### src/ebm_pkg.sv
// ebm_pkg: constants, types and states of the external bus pin block.
// assumes one 20 MHz clock and a synchronous active-high reset elsewhere.
package ebm_pkg;

  // ----------------------------------------------------------------
  // widths and reach
  // ----------------------------------------------------------------
  localparam int ADDR_W      = 24;  // internal address width
  localparam int DATA_W      = 8;   // external data byte
  localparam int AREA_NUM    = 5;   // number of area selects
  localparam int REACH_A_W   = 24;  // 16 Mbyte window
  localparam int REACH_B_W   = 20;  // 1 Mbyte window

  // ----------------------------------------------------------------
  // port zero field positions in mode B
  // ----------------------------------------------------------------
  localparam int PZ_SMP_BIT  = 5;   // ready sample strobe
  localparam int PZ_A16_BIT  = 6;   // address bit 16
  localparam int PZ_A17_BIT  = 7;   // address bit 17

  // ----------------------------------------------------------------
  // area decode: area k spans addresses with field == k
  // ----------------------------------------------------------------
  localparam int AREA_LSB    = 17;  // lowest bit of area field
  localparam int AREA_W      = 3;   // width of area field

  // ----------------------------------------------------------------
  // idle pin levels
  // ----------------------------------------------------------------
  localparam logic [AREA_NUM-1:0] SEL_IDLE = 5'h1f;  // all deselected
  localparam logic [DATA_W-1:0]   BYTE_ZERO = 8'h00; // idle byte

  // bus cycle phases, gray along idle-addr-data-end
  typedef enum logic [1:0] {
    EBM_IDLE = 2'h0,
    EBM_ADDR = 2'h1,
    EBM_DATA = 2'h3,
    EBM_END  = 2'h2
  } ebm_state_type;

  // one access request from the processor side
  typedef struct packed {
    logic              write;  // 1 write, 0 read
    logic [ADDR_W-1:0] addr;   // byte address
    logic [DATA_W-1:0] wdata;  // byte to write
  } ebm_req_type;

endpackage : ebm_pkg

### src/ebm_bus.sv
// ebm_bus: pin side of the external bus in expansion/processor modes.
// assumes requests come from the core synchronous to MCLK_I and that
// the board resolves port wires from the output enables.
`timescale 1ns/100ps
`default_nettype none

module ebm_bus (
  input  wire logic               MCLK_I,            // 20 MHz clock
  input  wire logic               RST_I,             // sync reset
  input  wire logic               PROC_EXT_I,        // 1 expansion/cpu mode
  input  wire logic               BUS_MODE_PICK_I,   // 1 mode A, 0 mode B
  input  wire logic               REQ_VALID_I,       // access wanted
  input  wire ebm_pkg::ebm_req_type REQ_I,           // access details
  input  wire logic               RDY_I,             // 1 ready, 0 wait
  input  wire logic [7:0]         PORT_TWO_PINS_I,   // port two level
  output var  logic [7:0]         PORT_ZERO_PINS_O,  // port zero drive
  output var  logic               PORT_ZERO_OE_O,    // port zero enable
  output var  logic [7:0]         PORT_TWO_PINS_O,   // port two drive
  output var  logic               PORT_TWO_OE_O,     // port two enable
  output var  logic [7:0]         ADDR_MID_O,        // address A8-A15
  output var  logic               STROBE_N_O,        // enable / read strobe
  output var  logic               RW_WR_LOW_O,       // direction / low write
  output var  logic               BHE_WR_HIGH_N_O,   // high byte / high write
  output var  logic               ALE_O,             // address latch strobe
  output var  logic               MODE_A_O,          // mode of this cycle
  output var  logic               BUSY_O,            // cycle under way
  output var  logic               DONE_O,            // one-cycle pulse
  output var  logic [7:0]         RDATA_O            // byte read
);

  // ----------------------------------------------------------------
  // helpers
  // ----------------------------------------------------------------

  // clip the address to the reach of the selected mode
  function automatic logic [ebm_pkg::ADDR_W-1:0] fit_addr(
    input logic [ebm_pkg::ADDR_W-1:0] a,
    input logic                       mode_a
  );
    logic [ebm_pkg::ADDR_W-1:0] r;
    r = a;
    if (!mode_a) begin
      r[ebm_pkg::ADDR_W-1:ebm_pkg::REACH_B_W] = '0;
    end
    return r;  // mode A keeps all 24 bits
  endfunction : fit_addr

  // active-low area selects for an address
  function automatic logic [ebm_pkg::AREA_NUM-1:0] area_sel_n(
    input logic [ebm_pkg::ADDR_W-1:0] a
  );
    logic [ebm_pkg::AREA_NUM-1:0] s;
    logic [ebm_pkg::AREA_W-1:0]   f;
    s = ebm_pkg::SEL_IDLE;
    f = a[ebm_pkg::AREA_LSB +: ebm_pkg::AREA_W];
    for (int k = 0; k < ebm_pkg::AREA_NUM; k++) begin
      if (f == ebm_pkg::AREA_W'(k)) begin
        s[k] = 1'b0;
      end
    end
    return s;
  endfunction : area_sel_n

  // ----------------------------------------------------------------
  // state and request holding
  // ----------------------------------------------------------------
  ebm_pkg::ebm_state_type state_q;   // current phase
  ebm_pkg::ebm_state_type state_d;   // next phase
  ebm_pkg::ebm_req_type   req_q;     // request held for the cycle
  ebm_pkg::ebm_req_type   cur;       // request seen this clock
  logic                   mode_a_q;  // mode held for the cycle
  logic                   mode_a_c;  // mode seen this clock
  logic [ebm_pkg::ADDR_W-1:0] addr_c;  // clipped address

  // next-value copies of every pin, registered below; keeping them
  // separate from the pins costs a few nets but keeps every output
  // a plain flip-flop with no logic behind the pad
  logic [7:0] zero_d;           // port zero byte
  logic       zero_oe_d;        // port zero enable
  logic [7:0] two_d;            // port two byte
  logic       two_oe_d;         // port two enable
  logic [7:0] mid_d;            // address A8-A15
  logic       strobe_n_d;       // enable or read strobe
  logic       rw_wr_low_d;      // direction or low write strobe
  logic       bhe_wr_high_n_d;  // byte high or high write strobe
  logic       ale_d;            // latch strobe
  logic [ebm_pkg::AREA_NUM-1:0] sel_n_c;  // selects for this access
  logic                         smp_n_c;  // ready sample level

  // ----------------------------------------------------------------
  // mode and request capture
  // ----------------------------------------------------------------

  // the mode is picked only between cycles so a pin change never
  // tears a cycle in half
  always_comb begin
    if (state_q == ebm_pkg::EBM_IDLE) begin
      mode_a_c = BUS_MODE_PICK_I;
      cur      = REQ_I;
    end else begin
      mode_a_c = mode_a_q;
      cur      = req_q;
    end
    addr_c = fit_addr(cur.addr, mode_a_c);
  end

  // hold request and mode when a cycle starts
  always_ff @(posedge MCLK_I) begin
    if (RST_I) begin
      req_q    <= '0;
      mode_a_q <= 1'b1;
    end else if (state_q == ebm_pkg::EBM_IDLE) begin
      req_q    <= REQ_I;
      mode_a_q <= mode_a_c;
    end
  end

  // ----------------------------------------------------------------
  // phase sequencer
  // ----------------------------------------------------------------

  // address phase always precedes data; ready stretches data
  always_comb begin
    state_d = state_q;
    case (state_q)
      ebm_pkg::EBM_IDLE: begin
        // single-chip mode never starts a cycle
        if (PROC_EXT_I && REQ_VALID_I) begin
          state_d = ebm_pkg::EBM_ADDR;
        end
      end
      ebm_pkg::EBM_ADDR: begin
        state_d = ebm_pkg::EBM_DATA;
      end
      ebm_pkg::EBM_DATA: begin
        // wait states while the glue holds ready low
        if (RDY_I) begin
          state_d = ebm_pkg::EBM_END;
        end
      end
      ebm_pkg::EBM_END: begin
        state_d = ebm_pkg::EBM_IDLE;
      end
      default: begin
        state_d = ebm_pkg::EBM_IDLE;
      end
    endcase
  end

  // phase register
  always_ff @(posedge MCLK_I) begin
    if (RST_I) begin
      state_q <= ebm_pkg::EBM_IDLE;
    end else begin
      state_q <= state_d;
    end
  end

  // ----------------------------------------------------------------
  // pin values for the coming phase
  // ----------------------------------------------------------------

  // selects stay low through the whole access to their area
  always_comb begin
    if (state_d == ebm_pkg::EBM_IDLE) begin
      sel_n_c = ebm_pkg::SEL_IDLE;
    end else begin
      sel_n_c = area_sel_n(addr_c);
    end
    // sample strobe marks the window in which ready is looked at
    smp_n_c = !(state_d == ebm_pkg::EBM_DATA);
  end

  // all pins are computed from the next phase so that each pin is
  // a flip-flop output and lines up with state_q
  always_comb begin
    zero_d          = ebm_pkg::BYTE_ZERO;
    zero_oe_d       = 1'b0;
    two_d           = ebm_pkg::BYTE_ZERO;
    two_oe_d        = 1'b0;
    mid_d           = ebm_pkg::BYTE_ZERO;
    strobe_n_d      = 1'b1;
    rw_wr_low_d     = 1'b1;
    bhe_wr_high_n_d = 1'b1;
    ale_d           = 1'b0;
    if (PROC_EXT_I) begin
      // port zero is owned by the bus outside single-chip mode
      zero_oe_d = 1'b1;
      mid_d     = addr_c[15:8];
      if (mode_a_c) begin
        zero_d = addr_c[7:0];
      end else begin
        // mode B: selects, sample strobe and A16/A17 replace A0-A7
        zero_d[ebm_pkg::AREA_NUM-1:0] = sel_n_c;
        zero_d[ebm_pkg::PZ_SMP_BIT]   = smp_n_c;
        zero_d[ebm_pkg::PZ_A16_BIT]   = addr_c[16];
        zero_d[ebm_pkg::PZ_A17_BIT]   = addr_c[17];
      end
      case (state_d)
        ebm_pkg::EBM_ADDR: begin
          // address byte goes out under the latch strobe
          ale_d    = 1'b1;
          two_oe_d = 1'b1;
          if (mode_a_c) begin
            two_d           = addr_c[23:16];
            rw_wr_low_d     = !cur.write;
            bhe_wr_high_n_d = !addr_c[0];
          end else begin
            // mode B: low address byte shares port two with data
            two_d = addr_c[7:0];
          end
        end
        ebm_pkg::EBM_DATA: begin
          // data phase: port two drives only on writes
          two_oe_d = cur.write;
          two_d    = cur.wdata;
          if (mode_a_c) begin
            strobe_n_d      = 1'b0;
            rw_wr_low_d     = !cur.write;
            bhe_wr_high_n_d = !addr_c[0];
          end else begin
            // mode B: one strobe per direction, steered by addr[0]
            strobe_n_d      = cur.write;
            rw_wr_low_d     = !(cur.write && !addr_c[0]);
            bhe_wr_high_n_d = !(cur.write && addr_c[0]);
          end
        end
        ebm_pkg::EBM_END: begin
          // strobes released, address held one more clock
          if (mode_a_c) begin
            rw_wr_low_d     = !cur.write;
            bhe_wr_high_n_d = !addr_c[0];
          end
        end
        default: begin
          // idle: direction rests at read, strobes high
        end
      endcase
    end
  end

  // ----------------------------------------------------------------
  // pin registers
  // ----------------------------------------------------------------

  // bus pins
  always_ff @(posedge MCLK_I) begin
    if (RST_I) begin
      PORT_ZERO_PINS_O <= ebm_pkg::BYTE_ZERO;
      PORT_ZERO_OE_O   <= 1'b0;
      PORT_TWO_PINS_O  <= ebm_pkg::BYTE_ZERO;
      PORT_TWO_OE_O    <= 1'b0;
      ADDR_MID_O       <= ebm_pkg::BYTE_ZERO;
      STROBE_N_O       <= 1'b1;
      RW_WR_LOW_O      <= 1'b1;
      BHE_WR_HIGH_N_O  <= 1'b1;
      ALE_O            <= 1'b0;
    end else begin
      PORT_ZERO_PINS_O <= zero_d;
      PORT_ZERO_OE_O   <= zero_oe_d;
      PORT_TWO_PINS_O  <= two_d;
      PORT_TWO_OE_O    <= two_oe_d;
      ADDR_MID_O       <= mid_d;
      STROBE_N_O       <= strobe_n_d;
      RW_WR_LOW_O      <= rw_wr_low_d;
      BHE_WR_HIGH_N_O  <= bhe_wr_high_n_d;
      ALE_O            <= ale_d;
    end
  end

  // ----------------------------------------------------------------
  // processor-side status
  // ----------------------------------------------------------------

  // busy, done pulse and mode shown to the core
  always_ff @(posedge MCLK_I) begin
    if (RST_I) begin
      BUSY_O   <= 1'b0;
      DONE_O   <= 1'b0;
      MODE_A_O <= 1'b1;
    end else begin
      BUSY_O   <= (state_d != ebm_pkg::EBM_IDLE);
      DONE_O   <= (state_d == ebm_pkg::EBM_END);
      MODE_A_O <= mode_a_c;
    end
  end

  // read byte is taken on the ready edge that ends the data phase;
  // limitation: the board must hold data until that edge
  always_ff @(posedge MCLK_I) begin
    if (RST_I) begin
      RDATA_O <= ebm_pkg::BYTE_ZERO;
    end else if (state_q == ebm_pkg::EBM_DATA && RDY_I && !req_q.write) begin
      RDATA_O <= PORT_TWO_PINS_I;
    end
  end

endmodule : ebm_bus

`default_nettype wire

### config.mk
export PLATFORM = sky130hd
export DESIGN_NAME = ebm_bus
export DESIGN_NICKNAME = d
export VERILOG_FILES = /design/src/ebm_pkg.sv /design/src/ebm_bus.sv
export SDC_FILE = /design/constraint.sdc
export NUM_CORES = 1
export LEC_CHECK = 0
export ABC_CLOCK_PERIOD_IN_PS = 1600
export BUFFER_PORTS_ARGS = -buffer_cell sky130_fd_sc_hd__buf_2
export CAP_MARGIN = 40
export CORE_MARGIN = 2
export CORE_UTILIZATION = 46
export CTS_CLUSTER_SIZE = 8
export DETAILED_ROUTE_END_ITERATION = 10
export MAX_ROUTING_LAYER = met4
export PLACE_DENSITY = 0.76
export SYNTH_ARGS = -nofsm -noshare
export SYNTH_HDL_FRONTEND = slang
export SYNTH_SLANG_ARGS = --single-unit
### constraint.sdc
create_clock -name MCLK_I -period 1.6 [get_ports MCLK_I]
set_clock_uncertainty 0.05 [all_clocks]
set_input_delay 0.08 -clock MCLK_I [delete_from_list [all_inputs] [get_ports MCLK_I]]
set_output_delay 0.08 -clock MCLK_I [all_outputs]
set_load 0.02 [all_outputs]
==> results.json <==
{
  "clock_sinks": 77,
  "ys_seq_area_share_pct": 51.3,
  "power.share.switching_pct": 24.9,
  "route.detailed.drc": 0,
  "worst-path-max-fanout": 5,
  "io_pins": 88,
  "ctsLongestPathBuffers": 2,
  "avgSynthCellArea_sq_um": 9.98,
  "crit_path_max_incr_delay_ns": 0.35,
  "number_of_standard_cells_after_synthesis": 301,
  "min-delay-path-class": "input port to register",
  "floorplan.initialDensity_pct": 47.3,
  "layout-area-overhead-vs-synth_pct": 42.9,
  "cts_inserted_buffers": 9,
  "critical_path_class": "register to register",
  "final_critical_path_share_of_the_clock_period_pct": 105,
  "final_nets": 492,
  "cp_data_arrival_time_ns": 1.84,
  "postSynth.asyncResetShare_pct": 0,
  "place.detailed.hpwl_um": 5240,
  "detailedRoute.firstIterationViolations": 186,
  "mostFrequentLayoutCell": "sky130_fd_sc_hd__buf_2",
  "vias": 2741,
  "power.switching_mw": 1.13,
  "grt_antenna_before_repair": 0,
  "drtPass1Iterations": 6,
  "drive_above_1_share_pct": 39.7,
  "r2r_setup_slack_ns": -0.07,
  "max_slew.worst_pin.slew_ns": 0.511,
  "setup_violations": 11,
  "row_count": 29,
  "leakagePower_nw": 1.99,
  "synth-edff-count": 0,
  "worst_slack_ns": -0.0725,
  "worst_path_max_delay_cell": "sky130_fd_sc_hd__dfxtp_2",
  "route.detailed.wl_per_inst_um": 15.2,
  "status": "finished with violations",
  "detail_route.wirelength_um": 7940,
  "critical-path-top-cell-by-count": "sky130_fd_sc_hd__buf_4",
  "failing_checks": "negative setup slack",
  "cp-start-kind": "register",
  "stdcell_count": 523,
  "max-vdd-ir-drop_uv": 838,
  "cap_viol_max_count": 0,
  "crit_chain": "nor2_2 > buf_4 > mux2i_1 > buf_4 > and4b_1 > a31oi_1",
  "clockRootBuffer": "sky130_fd_sc_hd__clkbuf_8",
  "die_x_um": 84.8,
  "htree_levels": 3,
  "clock.fmax_mhz": 598,
  "share_comb_of_total_power_pct": 18.5,
  "first_pass_grt_wire_length_um": 12900,
  "grt_max_degree": 48,
  "relSlewSlack_pct": 65.9,
  "p_clk_share_pct": 35.8,
  "gp_congestion": 0.842,
  "critPathBufInv": 2,
  "num_antenna_cells": 0,
  "final_util_pct": 67.6,
  "cts.reportedPaths.clkPinSlew_ns": 0.07,
  "die_y_um": 84.8,
  "routed_via_density": 5.24,
  "placed_cells": 474,
  "power_density_of_the_placed_cells_nw_per_um2": 1060,
  "yosys_most_used_dff": "sky130_fd_sc_hd__dfxtp_1",
  "layout_common_cells": "sky130_fd_sc_hd__buf_2 (87), sky130_fd_sc_hd__dfxtp_1 (75), sky130_fd_sc_hd__nor2_1 (40), sky130_fd_sc_hd__nand2_1 (37), sky130_fd_sc_hd__dlygate4sd3_1 (29)",
  "register_bit_count_reported_by_yosys": 77,
  "number_of_global_route_vias_before_repair": 2779,
  "groute.usage.overall_pct": 23.1,
  "seq_power_share_pct": 45.7,
  "synthDistinctLibCells": 37,
  "core_area_sq_um": 6350,
  "final_period_minus_worst_setup_slack_ns": 1.67,
  "numPortBuffers": 87,
  "cts_tree": "done",
  "critical-path-top-delay-family": "simple AND/OR/NAND/NOR gates",
  "timing.final.hold_violations": 0,
  "syn_nets": 352,
  "insertion_delay_ns": 0.34,
  "die_area_sq_um": 7190,
  "netlist_area_sq_um": 3000,
  "final_max_slew_viol_count": 0,
  "crit_path_end_kind": "register",
  "yosysWarnings": 0,
  "power_report.internal_total_mw": 3.42,
  "grt_setup_unrepaired": "yes",
  "detail-route-antenna-nets": 0,
  "critPathRequiredTime_ns": 1.77,
  "grt_overflow_total": 0
}
## layer usage
layer,vias up,share of wire [%],global-route usage (%)
met5,-,0,-
met4,0,0.94,6.35
met3,9,6.5,6.32
met2,100,50,39.2
met1,1314,42,27.2
li1,1318,-,-
## cell families after synthesis
| family | count (synthesis) | synth area share, % |
|---|---|---|
| adders and majority gates | 4 | 1.67 |
| DFF | 77 | 51.3 |
| muxes | 42 | 16.0 |
| buffers and inverters | 23 | 3.83 |
| and+or+nand+nor | 112 | 17.0 |
| AOI/OAI and AO/OA | 43 | 10.2 |
## final cells by class
| cell class | count | area [sq um] |
|---|---|---|
| clock buffer | 12 | 155 |
| clock inverter | 4 | 70.1 |
| fill | 461 | 2060 |
| inverter | 4 | 15.0 |
| multi-input combinational | 201 | 1400 |
| sequential | 77 | 1540 |
| tap | 77 | 96.3 |
| timing repair buffer | 148 | 1010 |
## power groups by stage
stage | clock, mW | combinational, mW | sequential (mW)
floorplan | 0 | 0.403 | 2.17
global placement | 0 | 0.707 | 2.12
detailed placement | 0 | 0.717 | 2.12
CTS | 1.67 | 0.818 | 2.08
global route | 1.73 | 0.907 | 2.09
finish | 1.63 | 0.842 | 2.08
## Yosys cell counts (all sizes together) (3+ instances only)
master / n / area share (%)
a222oi: 8 / 2.7
clkbuf: 11 / 1.4
nor2b: 9 / 1.9
inv: 4 / 0.50
nand2b: 4 / 0.83
and3: 3 / 0.62
a211oi: 3 / 0.75
a31oi: 4 / 0.83
dfxtp: 77 / 51
nand2: 38 / 4.7
mux2i: 17 / 5.8
a21oi: 20 / 3.3
buf: 8 / 2.0
nor2: 43 / 5.5
ha: 4 / 1.7
mux2: 25 / 10
## per-stage QoR
| stage | power, mW | setup WS, ns | hold WS (ns) | TNS (ns) | cell area (sq um) |
|---|---|---|---|---|---|
| after CTS | 4.57 | -0.0516 | 0.0244 | -0.311 | 4260 |
| after floorplan | 2.57 | 0.0224 | 0.166 | 0 | 3020 |
| after global routing | 4.73 | -0.184 | 0.0364 | -1.26 | 4290 |
| after global placement | 2.83 | -0.0276 | 0.270 | -0.124 | 3670 |
| final | 4.56 | -0.0725 | 0.0361 | -0.405 | 4290 |
| after detailed placement | 2.84 | -0.106 | 0.276 | -0.787 | 3670 |
## sequential cells by signal (all words and copies together), names as in the netlist, 2 cells and up
| name | flops |
|---|---|
| ADDR_MID_O | 8 |
| state_q | 2 |
| RDATA_O | 8 |
| PORT_TWO_PINS_O | 8 |
| PORT_ZERO_PINS_O | 8 |
| req_q | 33 |
## worst min-delay path, stage by stage
cell and delay, ns:
sky130_fd_sc_hd__buf_2 0.12, sky130_fd_sc_hd__and2_1 0.14, sky130_fd_sc_hd__o21ai_0 0.06
## repair_timing
| item | in CTS | in global routing |
|---|---|---|
| gates cloned | 1 | 0 |
| pin swaps | 13 | 7 |
| hold buffers | 29 | 0 |
| endpoints found under the setup margin | 12 | 19 |
| resized for setup | 9 | 6 |
| endpoints found under the hold margin | 37 | 0 |
| setup buffers | 2 | 1 |
## path summary, 6_finish.rpt
path / startpoint / end / cells after the start
setup reg to reg: state_q[0]$_SDFF_PP0_ / PORT_ZERO_PINS_O[0]$_SDFF_PP0_ / 6
hold / removal: PROC_EXT_I / RW_WR_LOW_O$_SDFF_PP1_ / 3
hold reg to reg: RDATA_O[0]$_SDFFE_PP0P_ / RDATA_O[0]$_SDFFE_PP0P_ / 2
setup / recovery: state_q[0]$_SDFF_PP0_ / PORT_ZERO_PINS_O[0]$_SDFF_PP0_ / 6
(Power assumes the default switching activity.)
